[config.mk]
export PLATFORM = sky130hd
export DESIGN_NAME = spi_master_slave_port
export DESIGN_NICKNAME = d
export VERILOG_FILES = /design/src/core/spi_port_pkg.sv /design/src/core/stream_fifo.sv /design/src/core/spi_master_slave_port.sv
export SDC_FILE = /design/constraint.sdc
export NUM_CORES = 1
export LEC_CHECK = 0
export BUFFER_PORTS_ARGS = -buffer_cell sky130_fd_sc_hd__buf_2
export CAP_MARGIN = 20
export CORE_MARGIN = 10
export CORE_UTILIZATION = 40
export DETAILED_ROUTE_END_ITERATION = 8
export PLACE_DENSITY = 0.55
export REMOVE_ABC_BUFFERS = 1
export SETUP_SLACK_MARGIN = 0.05
export SYNTH_ARGS = -nofsm -noshare
export SYNTH_HDL_FRONTEND = slang
export SYNTH_SLANG_ARGS = --single-unit
export TNS_END_PERCENT = 20
[constraint.sdc]
create_clock -name CORE_CLK_I -period 8.45 [get_ports CORE_CLK_I]
set_input_delay 1.2675 -clock CORE_CLK_I [delete_from_list [all_inputs] [get_ports CORE_CLK_I]]
set_output_delay 1.2675 -clock CORE_CLK_I [all_outputs]
set_load 0.1 [all_outputs]
[src/core/spi_port_pkg.sv]
// constants, types and helpers shared by the serial port unit
package spi_port_pkg;

   // register addresses on the special function register port
   localparam logic [7:0] ADDR_CFG = 8'ha1;
   localparam logic [7:0] ADDR_DIV = 8'ha2;
   localparam logic [7:0] ADDR_DAT = 8'ha3;
   localparam logic [7:0] ADDR_CTL = 8'hf8;

   // reset values
   localparam logic [7:0] CFG_RESET = 8'h07;
   localparam logic [7:0] DIV_RESET = 8'h00;
   localparam logic [7:0] DAT_RESET = 8'h00;
   localparam logic [7:0] CTL_RESET = 8'h06;

   // configuration register bit positions
   localparam int CFG_BUSY = 7;
   localparam int CFG_MASTER_ENABLE = 6;
   localparam int CFG_CPHA = 5;
   localparam int CFG_CPOL = 4;
   localparam int CFG_SEL = 3;
   localparam int CFG_RAW = 2;
   localparam int CFG_SHIFT_EMPTY_FLAG = 1;
   localparam int CFG_RXE = 0;

   // control register bit positions
   localparam int CTL_DONE = 7;
   localparam int CTL_WRITE_COLLISION_FLAG = 6;
   localparam int CTL_MODE_FAULT_FLAG = 5;
   localparam int CTL_OVR = 4;
   localparam int CTL_MODE_HI = 3;
   localparam int CTL_MODE_LO = 2;
   localparam int CTL_TXE = 1;
   localparam int CTL_EN = 0;

   // select line modes
   localparam logic [1:0] MODE_3WIRE = 2'h0;
   localparam logic [1:0] MODE_4WIRE_IN = 2'h1;

   // byte framing
   localparam logic [3:0] LAST_BIT = 4'h7;
   localparam logic [3:0] LAST_HALF = 4'hf;

   // receive stream buffer shape
   localparam int RX_FIFO_WIDTH = 8;
   localparam int RX_FIFO_DEPTH = 16;

   // slave phase-1 hold after the last SCK edge
   localparam int T_SYSCLK_NS = 40;
   localparam int T_SLH_MIN_NS = 240;
   localparam int T_SLH_MAX_NS = 320;
   localparam int SLH_MIN_CYC = (T_SLH_MIN_NS + T_SYSCLK_NS - 1) / T_SYSCLK_NS;
   localparam int SLH_MAX_CYC = T_SLH_MAX_NS / T_SYSCLK_NS;
   localparam logic [3:0] SLH_WAIT = 4'((SLH_MIN_CYC + SLH_MAX_CYC) / 2);

   // master sequencer states
   typedef enum logic [0:0] {
      XFER_IDLE = 1'b0,
      XFER_RUN = 1'b1
   } xfer_state_e;

   // next value of a sticky flag: the hardware set wins over a write
   function automatic logic flag_next(input logic set, input logic wr,
                                      input logic wval, input logic q);
      flag_next = set | (wr ? wval : q);
   endfunction : flag_next

endpackage : spi_port_pkg

[src/core/stream_fifo.sv]
// flip-flop fifo with valid/ready on both sides
`timescale 1ns/100ps
module stream_fifo #(
   parameter int WIDTH = 8,
   parameter int DEPTH = 16
) (
   input wire logic clk_i,
   input wire logic arst_n_i,
   input wire logic in_valid_i,
   output logic in_ready_o,
   input wire logic [WIDTH-1:0] in_data_i,
   output logic out_valid_o,
   input wire logic out_ready_i,
   output logic [WIDTH-1:0] out_data_o
);
   localparam int AW = $clog2(DEPTH);

   logic [WIDTH-1:0] mem_q [DEPTH];
   logic [AW-1:0] wr_ptr_q;
   logic [AW-1:0] rd_ptr_q;
   logic [AW:0] count_q;
   logic push;
   logic pop;

   // handshake terms
   assign in_ready_o = (count_q != (AW+1)'(DEPTH));
   assign out_valid_o = (count_q != '0);
   assign push = in_valid_i & in_ready_o;
   assign pop = out_valid_o & out_ready_i;
   assign out_data_o = mem_q[rd_ptr_q];

   // storage write
   always_ff @(posedge clk_i) begin
      if (push) begin
         mem_q[wr_ptr_q] <= in_data_i;
      end
   end

   // pointers and fill level
   always_ff @(posedge clk_i or negedge arst_n_i) begin
      if (!arst_n_i) begin
         wr_ptr_q <= '0;
         rd_ptr_q <= '0;
         count_q <= '0;
      end else begin
         if (push) begin
            wr_ptr_q <= (wr_ptr_q == AW'(DEPTH - 1)) ? '0 : wr_ptr_q + 1'b1;
         end
         if (pop) begin
            rd_ptr_q <= (rd_ptr_q == AW'(DEPTH - 1)) ? '0 : rd_ptr_q + 1'b1;
         end
         count_q <= count_q + {{AW{1'b0}}, push} - {{AW{1'b0}}, pop};
      end
   end

endmodule : stream_fifo

[src/core/spi_master_slave_port.sv]
// serial peripheral port: registers, master sequencer, slave engine
`timescale 1ns/100ps
module spi_master_slave_port (
   input wire logic CORE_CLK_I,
   input wire logic ARST_N_I,
   input wire logic [7:0] SFR_ADDR_I,
   input wire logic SFR_WR_I,
   input wire logic SFR_RD_I,
   input wire logic [7:0] SFR_WDATA_I,
   output logic [7:0] SFR_RDATA_O,
   input wire logic SCK_I,
   output logic SCK_O,
   output logic SCK_OE_O,
   input wire logic MOSI_I,
   output logic MOSI_O,
   output logic MOSI_OE_O,
   input wire logic MISO_I,
   output logic MISO_O,
   output logic MISO_OE_O,
   input wire logic SEL_I,
   output logic SEL_O,
   output logic SEL_OE_O,
   output logic IRQ_O,
   output logic [7:0] RX_STREAM_DATA_O,
   output logic RX_STREAM_VALID_O,
   input wire logic RX_STREAM_READY_I
);

   // configuration state
   logic master_enable_q;
   logic cpha_q;
   logic cpol_q;
   logic [7:0] div_q;
   // control state
   logic done_q;
   logic write_collision_flag_q;
   logic mode_fault_flag_q;
   logic ovr_q;
   logic [1:0] mode_q;
   logic txe_q;
   logic en_q;
   // data path
   logic [7:0] txbuf_q;
   logic [7:0] rxbuf_q;
   logic rx_full_q;
   logic [7:0] sr_q;
   logic out_q;
   logic shift_empty_flag_q;
   logic [7:0] rdata_q;
   // master sequencer
   spi_port_pkg::xfer_state_e st_q;
   logic [3:0] half_q;
   logic [7:0] cnt_q;
   logic sck_q;
   // slave engine
   logic sck_prev_q;
   logic sel_a_q;
   logic sel_b_q;
   logic sel_filt_q;
   logic [3:0] bitcnt_q;
   logic [3:0] slh_q;

   // register port decode
   logic wr_cfg;
   logic wr_div;
   logic wr_dat;
   logic wr_ctl;
   logic rd_dat;
   assign wr_cfg = SFR_WR_I & (SFR_ADDR_I == spi_port_pkg::ADDR_CFG);
   assign wr_div = SFR_WR_I & (SFR_ADDR_I == spi_port_pkg::ADDR_DIV);
   assign wr_dat = SFR_WR_I & (SFR_ADDR_I == spi_port_pkg::ADDR_DAT);
   assign wr_ctl = SFR_WR_I & (SFR_ADDR_I == spi_port_pkg::ADDR_CTL);
   assign rd_dat = SFR_RD_I & (SFR_ADDR_I == spi_port_pkg::ADDR_DAT);

   // operating mode
   logic master_on;
   logic slave_on;
   logic four_wire;
   logic running;
   assign master_on = en_q & master_enable_q;
   assign slave_on = en_q & ~master_enable_q;
   assign four_wire = (mode_q == spi_port_pkg::MODE_4WIRE_IN);
   assign running = (st_q == spi_port_pkg::XFER_RUN);

   // select line de-glitch: level accepted after two equal samples
   logic sel_stable;
   logic sel_fall;
   assign sel_stable = (sel_a_q == sel_b_q);
   assign sel_fall = sel_stable & sel_filt_q & ~sel_b_q;

   // slave edge detection on the sampled SCK
   logic slave_sel;
   logic sck_tog;
   logic lead_edge;
   logic trail_edge;
   logic in_edge;
   logic out_edge;
   logic s_done;
   assign slave_sel = slave_on & (~four_wire | ~sel_filt_q);
   assign sck_tog = slave_sel & (SCK_I != sck_prev_q);
   assign lead_edge = sck_tog & (SCK_I != cpol_q);
   assign trail_edge = sck_tog & (SCK_I == cpol_q);
   // phase 0 samples the leading edge, phase 1 the trailing one
   assign in_edge = cpha_q ? trail_edge : lead_edge;
   assign out_edge = cpha_q ? lead_edge : trail_edge;
   assign s_done = in_edge & (bitcnt_q == spi_port_pkg::LAST_BIT);

   // master timing: each half period lasts divider plus one cycles
   logic fifo_ready;
   logic half_end;
   logic m_sample;
   logic m_done;
   logic m_start;
   assign half_end = running & (cnt_q == div_q);
   // last cycle of each bit period
   assign m_sample = half_end & half_q[0];
   assign m_done = m_sample & (half_q == spi_port_pkg::LAST_HALF);
   // a full stream buffer holds the next master transfer back
   assign m_start = ~running & master_on & ~txe_q & fifo_ready;

   // byte completion and capture
   logic xfer_done;
   logic in_bit;
   logic shift_now;
   logic [7:0] done_byte;
   logic overrun;
   logic rx_take;
   assign xfer_done = m_done | s_done;
   assign in_bit = master_enable_q ? MISO_I : MOSI_I;
   assign shift_now = m_sample | in_edge;
   assign done_byte = {sr_q[6:0], in_bit};
   assign overrun = s_done & rx_full_q;
   assign rx_take = xfer_done & ~overrun;

   // transmit buffer movement into the shift register
   logic load_idle;
   logic load_tx;
   logic collide;
   logic wr_take;
   assign load_idle = slave_on & ~txe_q & shift_empty_flag_q & ~sck_tog;
   assign load_tx = m_start | load_idle | (s_done & ~txe_q);
   assign collide = wr_dat & (~txe_q | running);

   // sck clears the shift-empty flag, except the edge that ends a byte and any out edge before the byte's first sample
   logic sr_tog;
   assign sr_tog = sck_tog & ~s_done & (in_edge | (bitcnt_q != 4'h0));
   assign wr_take = wr_dat & ~collide;

   // events and status
   logic mode_fault_flag_set;
   logic busy;
   logic [3:0] slh_next;
   assign mode_fault_flag_set = master_enable_q & four_wire & ~sel_filt_q;
   assign busy = running | (slave_on & (bitcnt_q != 4'h0));
   assign slh_next = slh_q + 4'h1;

   // read view of the two status registers
   logic [7:0] cfg_view;
   logic [7:0] ctl_view;
   assign cfg_view = {busy, master_enable_q, cpha_q, cpol_q,
                      ~sel_filt_q,
                      SEL_I,
                      master_enable_q | shift_empty_flag_q,
                      master_enable_q | ~rx_full_q};
   assign ctl_view = {done_q, write_collision_flag_q, mode_fault_flag_q, ovr_q, mode_q, txe_q, en_q};

   // register writes and sticky flags
   always_ff @(posedge CORE_CLK_I or negedge ARST_N_I) begin
      if (!ARST_N_I) begin
         master_enable_q <= spi_port_pkg::CFG_RESET[spi_port_pkg::CFG_MASTER_ENABLE];
         cpha_q <= spi_port_pkg::CFG_RESET[spi_port_pkg::CFG_CPHA];
         cpol_q <= spi_port_pkg::CFG_RESET[spi_port_pkg::CFG_CPOL];
         div_q <= spi_port_pkg::DIV_RESET;
         done_q <= spi_port_pkg::CTL_RESET[spi_port_pkg::CTL_DONE];
         write_collision_flag_q <= spi_port_pkg::CTL_RESET[spi_port_pkg::CTL_WRITE_COLLISION_FLAG];
         mode_fault_flag_q <= spi_port_pkg::CTL_RESET[spi_port_pkg::CTL_MODE_FAULT_FLAG];
         ovr_q <= spi_port_pkg::CTL_RESET[spi_port_pkg::CTL_OVR];
         mode_q <= spi_port_pkg::CTL_RESET[spi_port_pkg::CTL_MODE_HI:
                                           spi_port_pkg::CTL_MODE_LO];
         en_q <= spi_port_pkg::CTL_RESET[spi_port_pkg::CTL_EN];
      end else begin
         if (mode_fault_flag_set) begin
            master_enable_q <= 1'b0;
         end else if (wr_cfg) begin
            master_enable_q <= SFR_WDATA_I[spi_port_pkg::CFG_MASTER_ENABLE];
         end
         if (wr_cfg) begin
            cpha_q <= SFR_WDATA_I[spi_port_pkg::CFG_CPHA];
            cpol_q <= SFR_WDATA_I[spi_port_pkg::CFG_CPOL];
         end
         if (wr_div) begin
            div_q <= SFR_WDATA_I;
         end
         done_q <= spi_port_pkg::flag_next(xfer_done, wr_ctl,
            SFR_WDATA_I[spi_port_pkg::CTL_DONE], done_q);
         write_collision_flag_q <= spi_port_pkg::flag_next(collide, wr_ctl,
            SFR_WDATA_I[spi_port_pkg::CTL_WRITE_COLLISION_FLAG], write_collision_flag_q);
         mode_fault_flag_q <= spi_port_pkg::flag_next(mode_fault_flag_set, wr_ctl,
            SFR_WDATA_I[spi_port_pkg::CTL_MODE_FAULT_FLAG], mode_fault_flag_q);
         ovr_q <= spi_port_pkg::flag_next(overrun, wr_ctl,
            SFR_WDATA_I[spi_port_pkg::CTL_OVR], ovr_q);
         if (wr_ctl) begin
            mode_q <= SFR_WDATA_I[spi_port_pkg::CTL_MODE_HI:
                                  spi_port_pkg::CTL_MODE_LO];
         end
         if (mode_fault_flag_set) begin
            en_q <= 1'b0;
         end else if (wr_ctl) begin
            en_q <= SFR_WDATA_I[spi_port_pkg::CTL_EN];
         end
      end
   end

   // transmit and receive buffers
   always_ff @(posedge CORE_CLK_I or negedge ARST_N_I) begin
      if (!ARST_N_I) begin
         txbuf_q <= spi_port_pkg::DAT_RESET;
         txe_q <= spi_port_pkg::CTL_RESET[spi_port_pkg::CTL_TXE];
         rxbuf_q <= spi_port_pkg::DAT_RESET;
         rx_full_q <= ~spi_port_pkg::CFG_RESET[spi_port_pkg::CFG_RXE];
      end else begin
         if (wr_take) begin
            txbuf_q <= SFR_WDATA_I;
            txe_q <= 1'b0;
         end else if (load_tx) begin
            txe_q <= 1'b1;
         end
         if (rx_take) begin
            rxbuf_q <= done_byte;
         end
         // a new byte wins over a read in the same cycle
         rx_full_q <= rx_take | (rx_full_q & ~rd_dat);
      end
   end

   // shift register, outgoing bit and shift-empty status
   always_ff @(posedge CORE_CLK_I or negedge ARST_N_I) begin
      if (!ARST_N_I) begin
         sr_q <= spi_port_pkg::DAT_RESET;
         out_q <= 1'b0;
         shift_empty_flag_q <= spi_port_pkg::CFG_RESET[spi_port_pkg::CFG_SHIFT_EMPTY_FLAG];
      end else begin
         if (load_tx) begin
            sr_q <= txbuf_q;
         end else if (shift_now) begin
            sr_q <= done_byte;
         end
         if (m_start | load_idle) begin
            out_q <= txbuf_q[7];
         end else if (half_end & half_q[0] & ~m_done) begin
            out_q <= sr_q[6];
         end else if (s_done & ~cpha_q) begin
            out_q <= load_tx ? txbuf_q[7] : done_byte[7];
         end else if (out_edge) begin
            out_q <= sr_q[7];
         end else if (slh_q == spi_port_pkg::SLH_WAIT) begin
            out_q <= sr_q[7];
         end
         if (load_tx | sr_tog) begin
            shift_empty_flag_q <= 1'b0;
         end else if (xfer_done & txe_q) begin
            shift_empty_flag_q <= 1'b1;
         end
      end
   end

   // master sequencer: start, half periods and SCK level
   always_ff @(posedge CORE_CLK_I or negedge ARST_N_I) begin
      if (!ARST_N_I) begin
         st_q <= spi_port_pkg::XFER_IDLE;
         half_q <= 4'h0;
         cnt_q <= 8'h00;
         sck_q <= 1'b0;
      end else begin
         case (st_q)
            spi_port_pkg::XFER_IDLE: begin
               half_q <= 4'h0;
               cnt_q <= 8'h00;
               sck_q <= cpol_q;
               if (m_start) begin
                  st_q <= spi_port_pkg::XFER_RUN;
                  sck_q <= cpol_q ^ cpha_q;
               end
            end
            spi_port_pkg::XFER_RUN: begin
               if (~master_on | m_done) begin
                  st_q <= spi_port_pkg::XFER_IDLE;
                  sck_q <= cpol_q;
               end else if (half_end) begin
                  half_q <= half_q + 4'h1;
                  cnt_q <= 8'h00;
                  sck_q <= cpol_q ^ cpha_q ^ ~half_q[0];
               end else begin
                  cnt_q <= cnt_q + 8'h01;
               end
            end
            default: begin
               st_q <= spi_port_pkg::XFER_IDLE;
            end
         endcase
      end
   end

   // slave engine: select filter, bit counter, phase-1 hold timer
   always_ff @(posedge CORE_CLK_I or negedge ARST_N_I) begin
      if (!ARST_N_I) begin
         sck_prev_q <= 1'b0;
         sel_a_q <= 1'b1;
         sel_b_q <= 1'b1;
         sel_filt_q <= 1'b1;
         bitcnt_q <= 4'h0;
         slh_q <= 4'h0;
      end else begin
         sck_prev_q <= SCK_I;
         sel_a_q <= SEL_I;
         sel_b_q <= sel_a_q;
         if (sel_stable) begin
            sel_filt_q <= sel_b_q;
         end
         if (~slave_on | (four_wire & sel_fall)) begin
            bitcnt_q <= 4'h0;
         end else if (s_done) begin
            bitcnt_q <= 4'h0;
         end else if (in_edge) begin
            bitcnt_q <= bitcnt_q + 4'h1;
         end
         if (s_done & cpha_q) begin
            slh_q <= 4'h1;
         end else if (~slave_on | (slh_q == spi_port_pkg::SLH_WAIT)) begin
            slh_q <= 4'h0;
         end else if (slh_q != 4'h0) begin
            slh_q <= slh_next;
         end
      end
   end

   // registered read data
   always_ff @(posedge CORE_CLK_I or negedge ARST_N_I) begin
      if (!ARST_N_I) begin
         rdata_q <= 8'h00;
      end else if (SFR_RD_I) begin
         case (SFR_ADDR_I)
            spi_port_pkg::ADDR_CFG: rdata_q <= cfg_view;
            spi_port_pkg::ADDR_DIV: rdata_q <= div_q;
            spi_port_pkg::ADDR_DAT: rdata_q <= rxbuf_q;
            spi_port_pkg::ADDR_CTL: rdata_q <= ctl_view;
            default: rdata_q <= 8'h00;
         endcase
      end
   end

   // copy of each received byte that causes no overrun to the stream buffer while it has room
   stream_fifo #(
      .WIDTH(spi_port_pkg::RX_FIFO_WIDTH),
      .DEPTH(spi_port_pkg::RX_FIFO_DEPTH)
   ) u_rx_fifo (
      .clk_i(CORE_CLK_I),
      .arst_n_i(ARST_N_I),
      .in_valid_i(rx_take),
      .in_ready_o(fifo_ready),
      .in_data_i(done_byte),
      .out_valid_o(RX_STREAM_VALID_O),
      .out_ready_i(RX_STREAM_READY_I),
      .out_data_o(RX_STREAM_DATA_O)
   );

   // pins and outputs
   assign SFR_RDATA_O = rdata_q;
   assign SCK_O = sck_q;
   assign SCK_OE_O = master_on;
   assign MOSI_O = out_q;
   assign MOSI_OE_O = master_on;
   assign MISO_O = out_q;
   assign MISO_OE_O = slave_sel;
   assign SEL_O = mode_q[0];
   assign SEL_OE_O = en_q & mode_q[1];
   // port interrupt request from the four event flags
   assign IRQ_O = done_q | write_collision_flag_q | mode_fault_flag_q | ovr_q;

endmodule : spi_master_slave_port

==> results.cfg <==
[detailed_routing]
ant_nets = 0
via_per_inst = 5.441
drt_iter0_drc = 478
drt-wirelength-per-cell_um = 20.48
finalWirelength_mm = 23.58
dr_total_vias = 6263
remaining_drc_errors = 0
dr.pass1.iters = 5

[cts]
clk_latency_ns = 0.52
cts_setup_buffers = 0
cts.sinks = 221
htreeDepth = 1
clockBufferDepth = 3
cts_buffers = 24
clk_pin_slew_ns = 0.06
ctsHoldBuffers = 0
tritoncts = done
root_buffer = clkbuf_16
post_cts_resized = 0

[synth]
synth_most_common_cell = edfxtp_1
yosys_warnings = 0
synth_common_cells = 128 x edfxtp_1, 87 x dfrtp_1, 67 x nand2_1, 39 x mux2i_1, 37 x nor2_1
seq_area_frac_synth = 0.6196
postSynthAreaPerCell_um2 = 13.12
synth_top_area_share = 0.3854
yosysUniqueCellTypes = 64
synth_top_area_cell = edfxtp_1
synth-async-reset-ratio = 0.4208
ys_seq_elements = 221
synth-main-ff-cell = edfxtp_1
synth_area_um2 = 9972
synth_edf_count = 128
synth.area.top_cells = edfxtp_1 39%, dfrtp_1 22%, mux2i_1 3.9%
netlist_instances = 760

[job]
maxCapViolCount = 0

[worst_setup_path]
cp-end-kind = output port
required_ns = 7.18
reg2reg_depth = 15
endpoint = RX_STREAM_DATA_O[2]
startpoint = u_rx_fifo.rd_ptr_q[1]
r2r-end = u_rx_fifo.count_q[4]
r2r_start = half_q[0]
worst-setup-path-type = reg -> out
path_max_fanout = 21
worstSetupStartpointType = flip-flop
ff2ff_setup_slack_ns = 4.02
critPathArrivalTime_ns = 3.18

[timing]
fin_crit_sh = 0.5264
layout_setup_ws_ns = 4.002
final-hold-violation-count = 0
final_max_slew_viol_count = 0
relSlewSlack = 0.3758
worst_slew_pin_slew_ns = 0.9102
skew_ns = 0.02138
fmax_mhz = 224.8
rsz0062_at_grt = no
layout_min_cycle_time_ns = 4.448
finalSetupTns_ns = 0
holdWs_ns = 0.3857
setup_viol = 0

[floorplan]
dieArea_um2 = 31640
start_util = 0.4088
num_io_pins = 51
chipWidth_um = 177.9
fp.dieH_um = 177.9
row_count = 57
core_area_um2 = 24390

[power_and_ir_drop]
power_density_nw_per_um2 = 267.6
switchingPower_w = 0.0009580
leakage_nw = 4.318
p_clk_frac = 0.368
vdd_ir_drop_max_mv = 0.1586
p_int_w = 0.002089
pwr-share-seq = 0.412
combPwrFrac = 0.220
netSwitchingFraction = 0.3144

[place]
portBuffers = 50
preCtsSetupSlack_ns = 3.781
gp_congestion = 0.8456
hpwl_mm = 16.37

[global_routing]
grt_pass1_wl_mm = 37.66
track_usage = 0.1504
grt_overflow = 0
antenna_found_initial = 1
grt_pass1_vias = 6579
grt_max_degree = 54

[outcome]
status = completed

[worst_hold_path]
hold_class = reg -> reg

[finish]
syn2layout_area_growth_pct = 14.22
fin_nets = 851
drive_above_1_share = 0.1901
[sequential cells by signal, summed over array words and instances (netlist names), 2 cells and up]
| register | flops |
|---|---|
| u_rx_fifo.mem_q | 128 |
| SFR_RDATA_O | 8 |
| cnt_q | 8 |
| div_q | 8 |
| rxbuf_q | 8 |
| sr_q | 8 |
| txbuf_q | 8 |
| u_rx_fifo.count_q | 5 |
| bitcnt_q | 4 |
| half_q | 4 |
| slh_q | 4 |
| u_rx_fifo.rd_ptr_q | 4 |
| u_rx_fifo.wr_ptr_q | 4 |
| mode_q | 2 |
[cells by family after synthesis]
logic type	synth area share
buf+inv	0.02836
fa+ha+maj	0.02434
simple gates	0.1026
flops	0.6196
mux	0.1114
compound gates	0.08909
xor+xnor	0.02459
[cells in the final DEF, fill, tap and decap left out, types with 6 or more instances in the layout]
| master | instances |
|---|---|
| a21boi_0 | 9 |
| a21oi_1 | 31 |
| a221oi_1 | 8 |
| a222oi_1 | 8 |
| a22oi_1 | 9 |
| and2_1 | 16 |
| and3_1 | 8 |
| buf_2 | 49 |
| buf_4 | 9 |
| clkbuf_16 | 25 |
| dfrtp_1 | 86 |
| dfstp_2 | 6 |
| edfxtp_1 | 128 |
| ha_1 | 17 |
| inv_1 | 33 |
| mux2_2 | 32 |
| mux2i_1 | 39 |
| mux4_2 | 16 |
| nand2_1 | 67 |
| nand3_1 | 16 |
| nor2_1 | 37 |
| nor2b_1 | 9 |
| nor3_1 | 10 |
| o21ai_0 | 35 |
| o22ai_1 | 7 |
| xnor2_1 | 17 |
| xor2_1 | 11 |
[worst min path at each step]
| stage | from | endpoint | slack [ns] | cells past startpoint |
|---|---|---|---|---|
| CTS | sel_a_q | sel_b_q | 0.38 | 0 |
| global route | sel_a_q | sel_b_q | 0.39 | 0 |
| floorplan | sel_a_q | sel_b_q | 0.36 | 0 |
| global placement | sel_a_q | sel_b_q | 0.37 | 0 |
| finish | sel_a_q | sel_b_q | 0.39 | 0 |
| detailed placement | sel_a_q | sel_b_q | 0.37 | 0 |
[through the flow]
stage / utilization / cells / total power, W / area [um2]
after global placement: 0.4318 / 1105 / 0.001945 / 10530
after global routing: 0.4669 / 1150 / 0.003178 / 11390
after CTS: 0.4669 / 1150 / 0.003081 / 11390
after detailed placement: 0.4321 / 1106 / 0.001959 / 10540
after floorplan: - / 724 / 0.001782 / 9813
final: 0.4670 / 1151 / 0.003047 / 11390
[routing by layer]
metal  track usage  routed length [um]  vias up
li1              -                   -     2925
met1        0.1988               10250     3159
met2        0.2506               11700      147
met3       0.02614                1198       32
met4       0.03856                 432        0
met5             0                   0        -
[worst max-delay path, cell delays in order, from the launching register on]
cell and delay, ns:
dfrtp_1 0.92, nor2b_1 0.39, buf_4 0.29, nand2_1 0.06, nand2_1 0.05, a21oi_1 0.29
o21ai_0 0.14, nand2_1 0.09, buf_2 0.42
[layout make-up]
class	count	area (um2)
Fill cell	2208	13000
Sequential cell	221	6180
Multi-Input combinational cell	470	3517
Clock buffer	30	654.4
Tap cell	324	405.4
Timing Repair Buffer	58	312.8
Clock inverter	14	193.9
Inverter	33	123.9
Antenna cell	1	2.502
[power by group through the flow]
| stage | Sequential (W) | Combinational (W) | Clock, W |
|---|---|---|---|
| 2_1_floorplan | 0.00131 | 0.000468 | 0 |
| 3_3_place_gp | 0.00128 | 0.000667 | 0 |
| 3_5_place_dp | 0.00128 | 0.000679 | 0 |
| 4_1_cts | 0.00126 | 0.000680 | 0.00114 |
| 5_1_grt | 0.00127 | 0.000726 | 0.00119 |
| 6_report | 0.00126 | 0.000669 | 0.00112 |
Note: power is estimated with default switching activity, not from simulation.
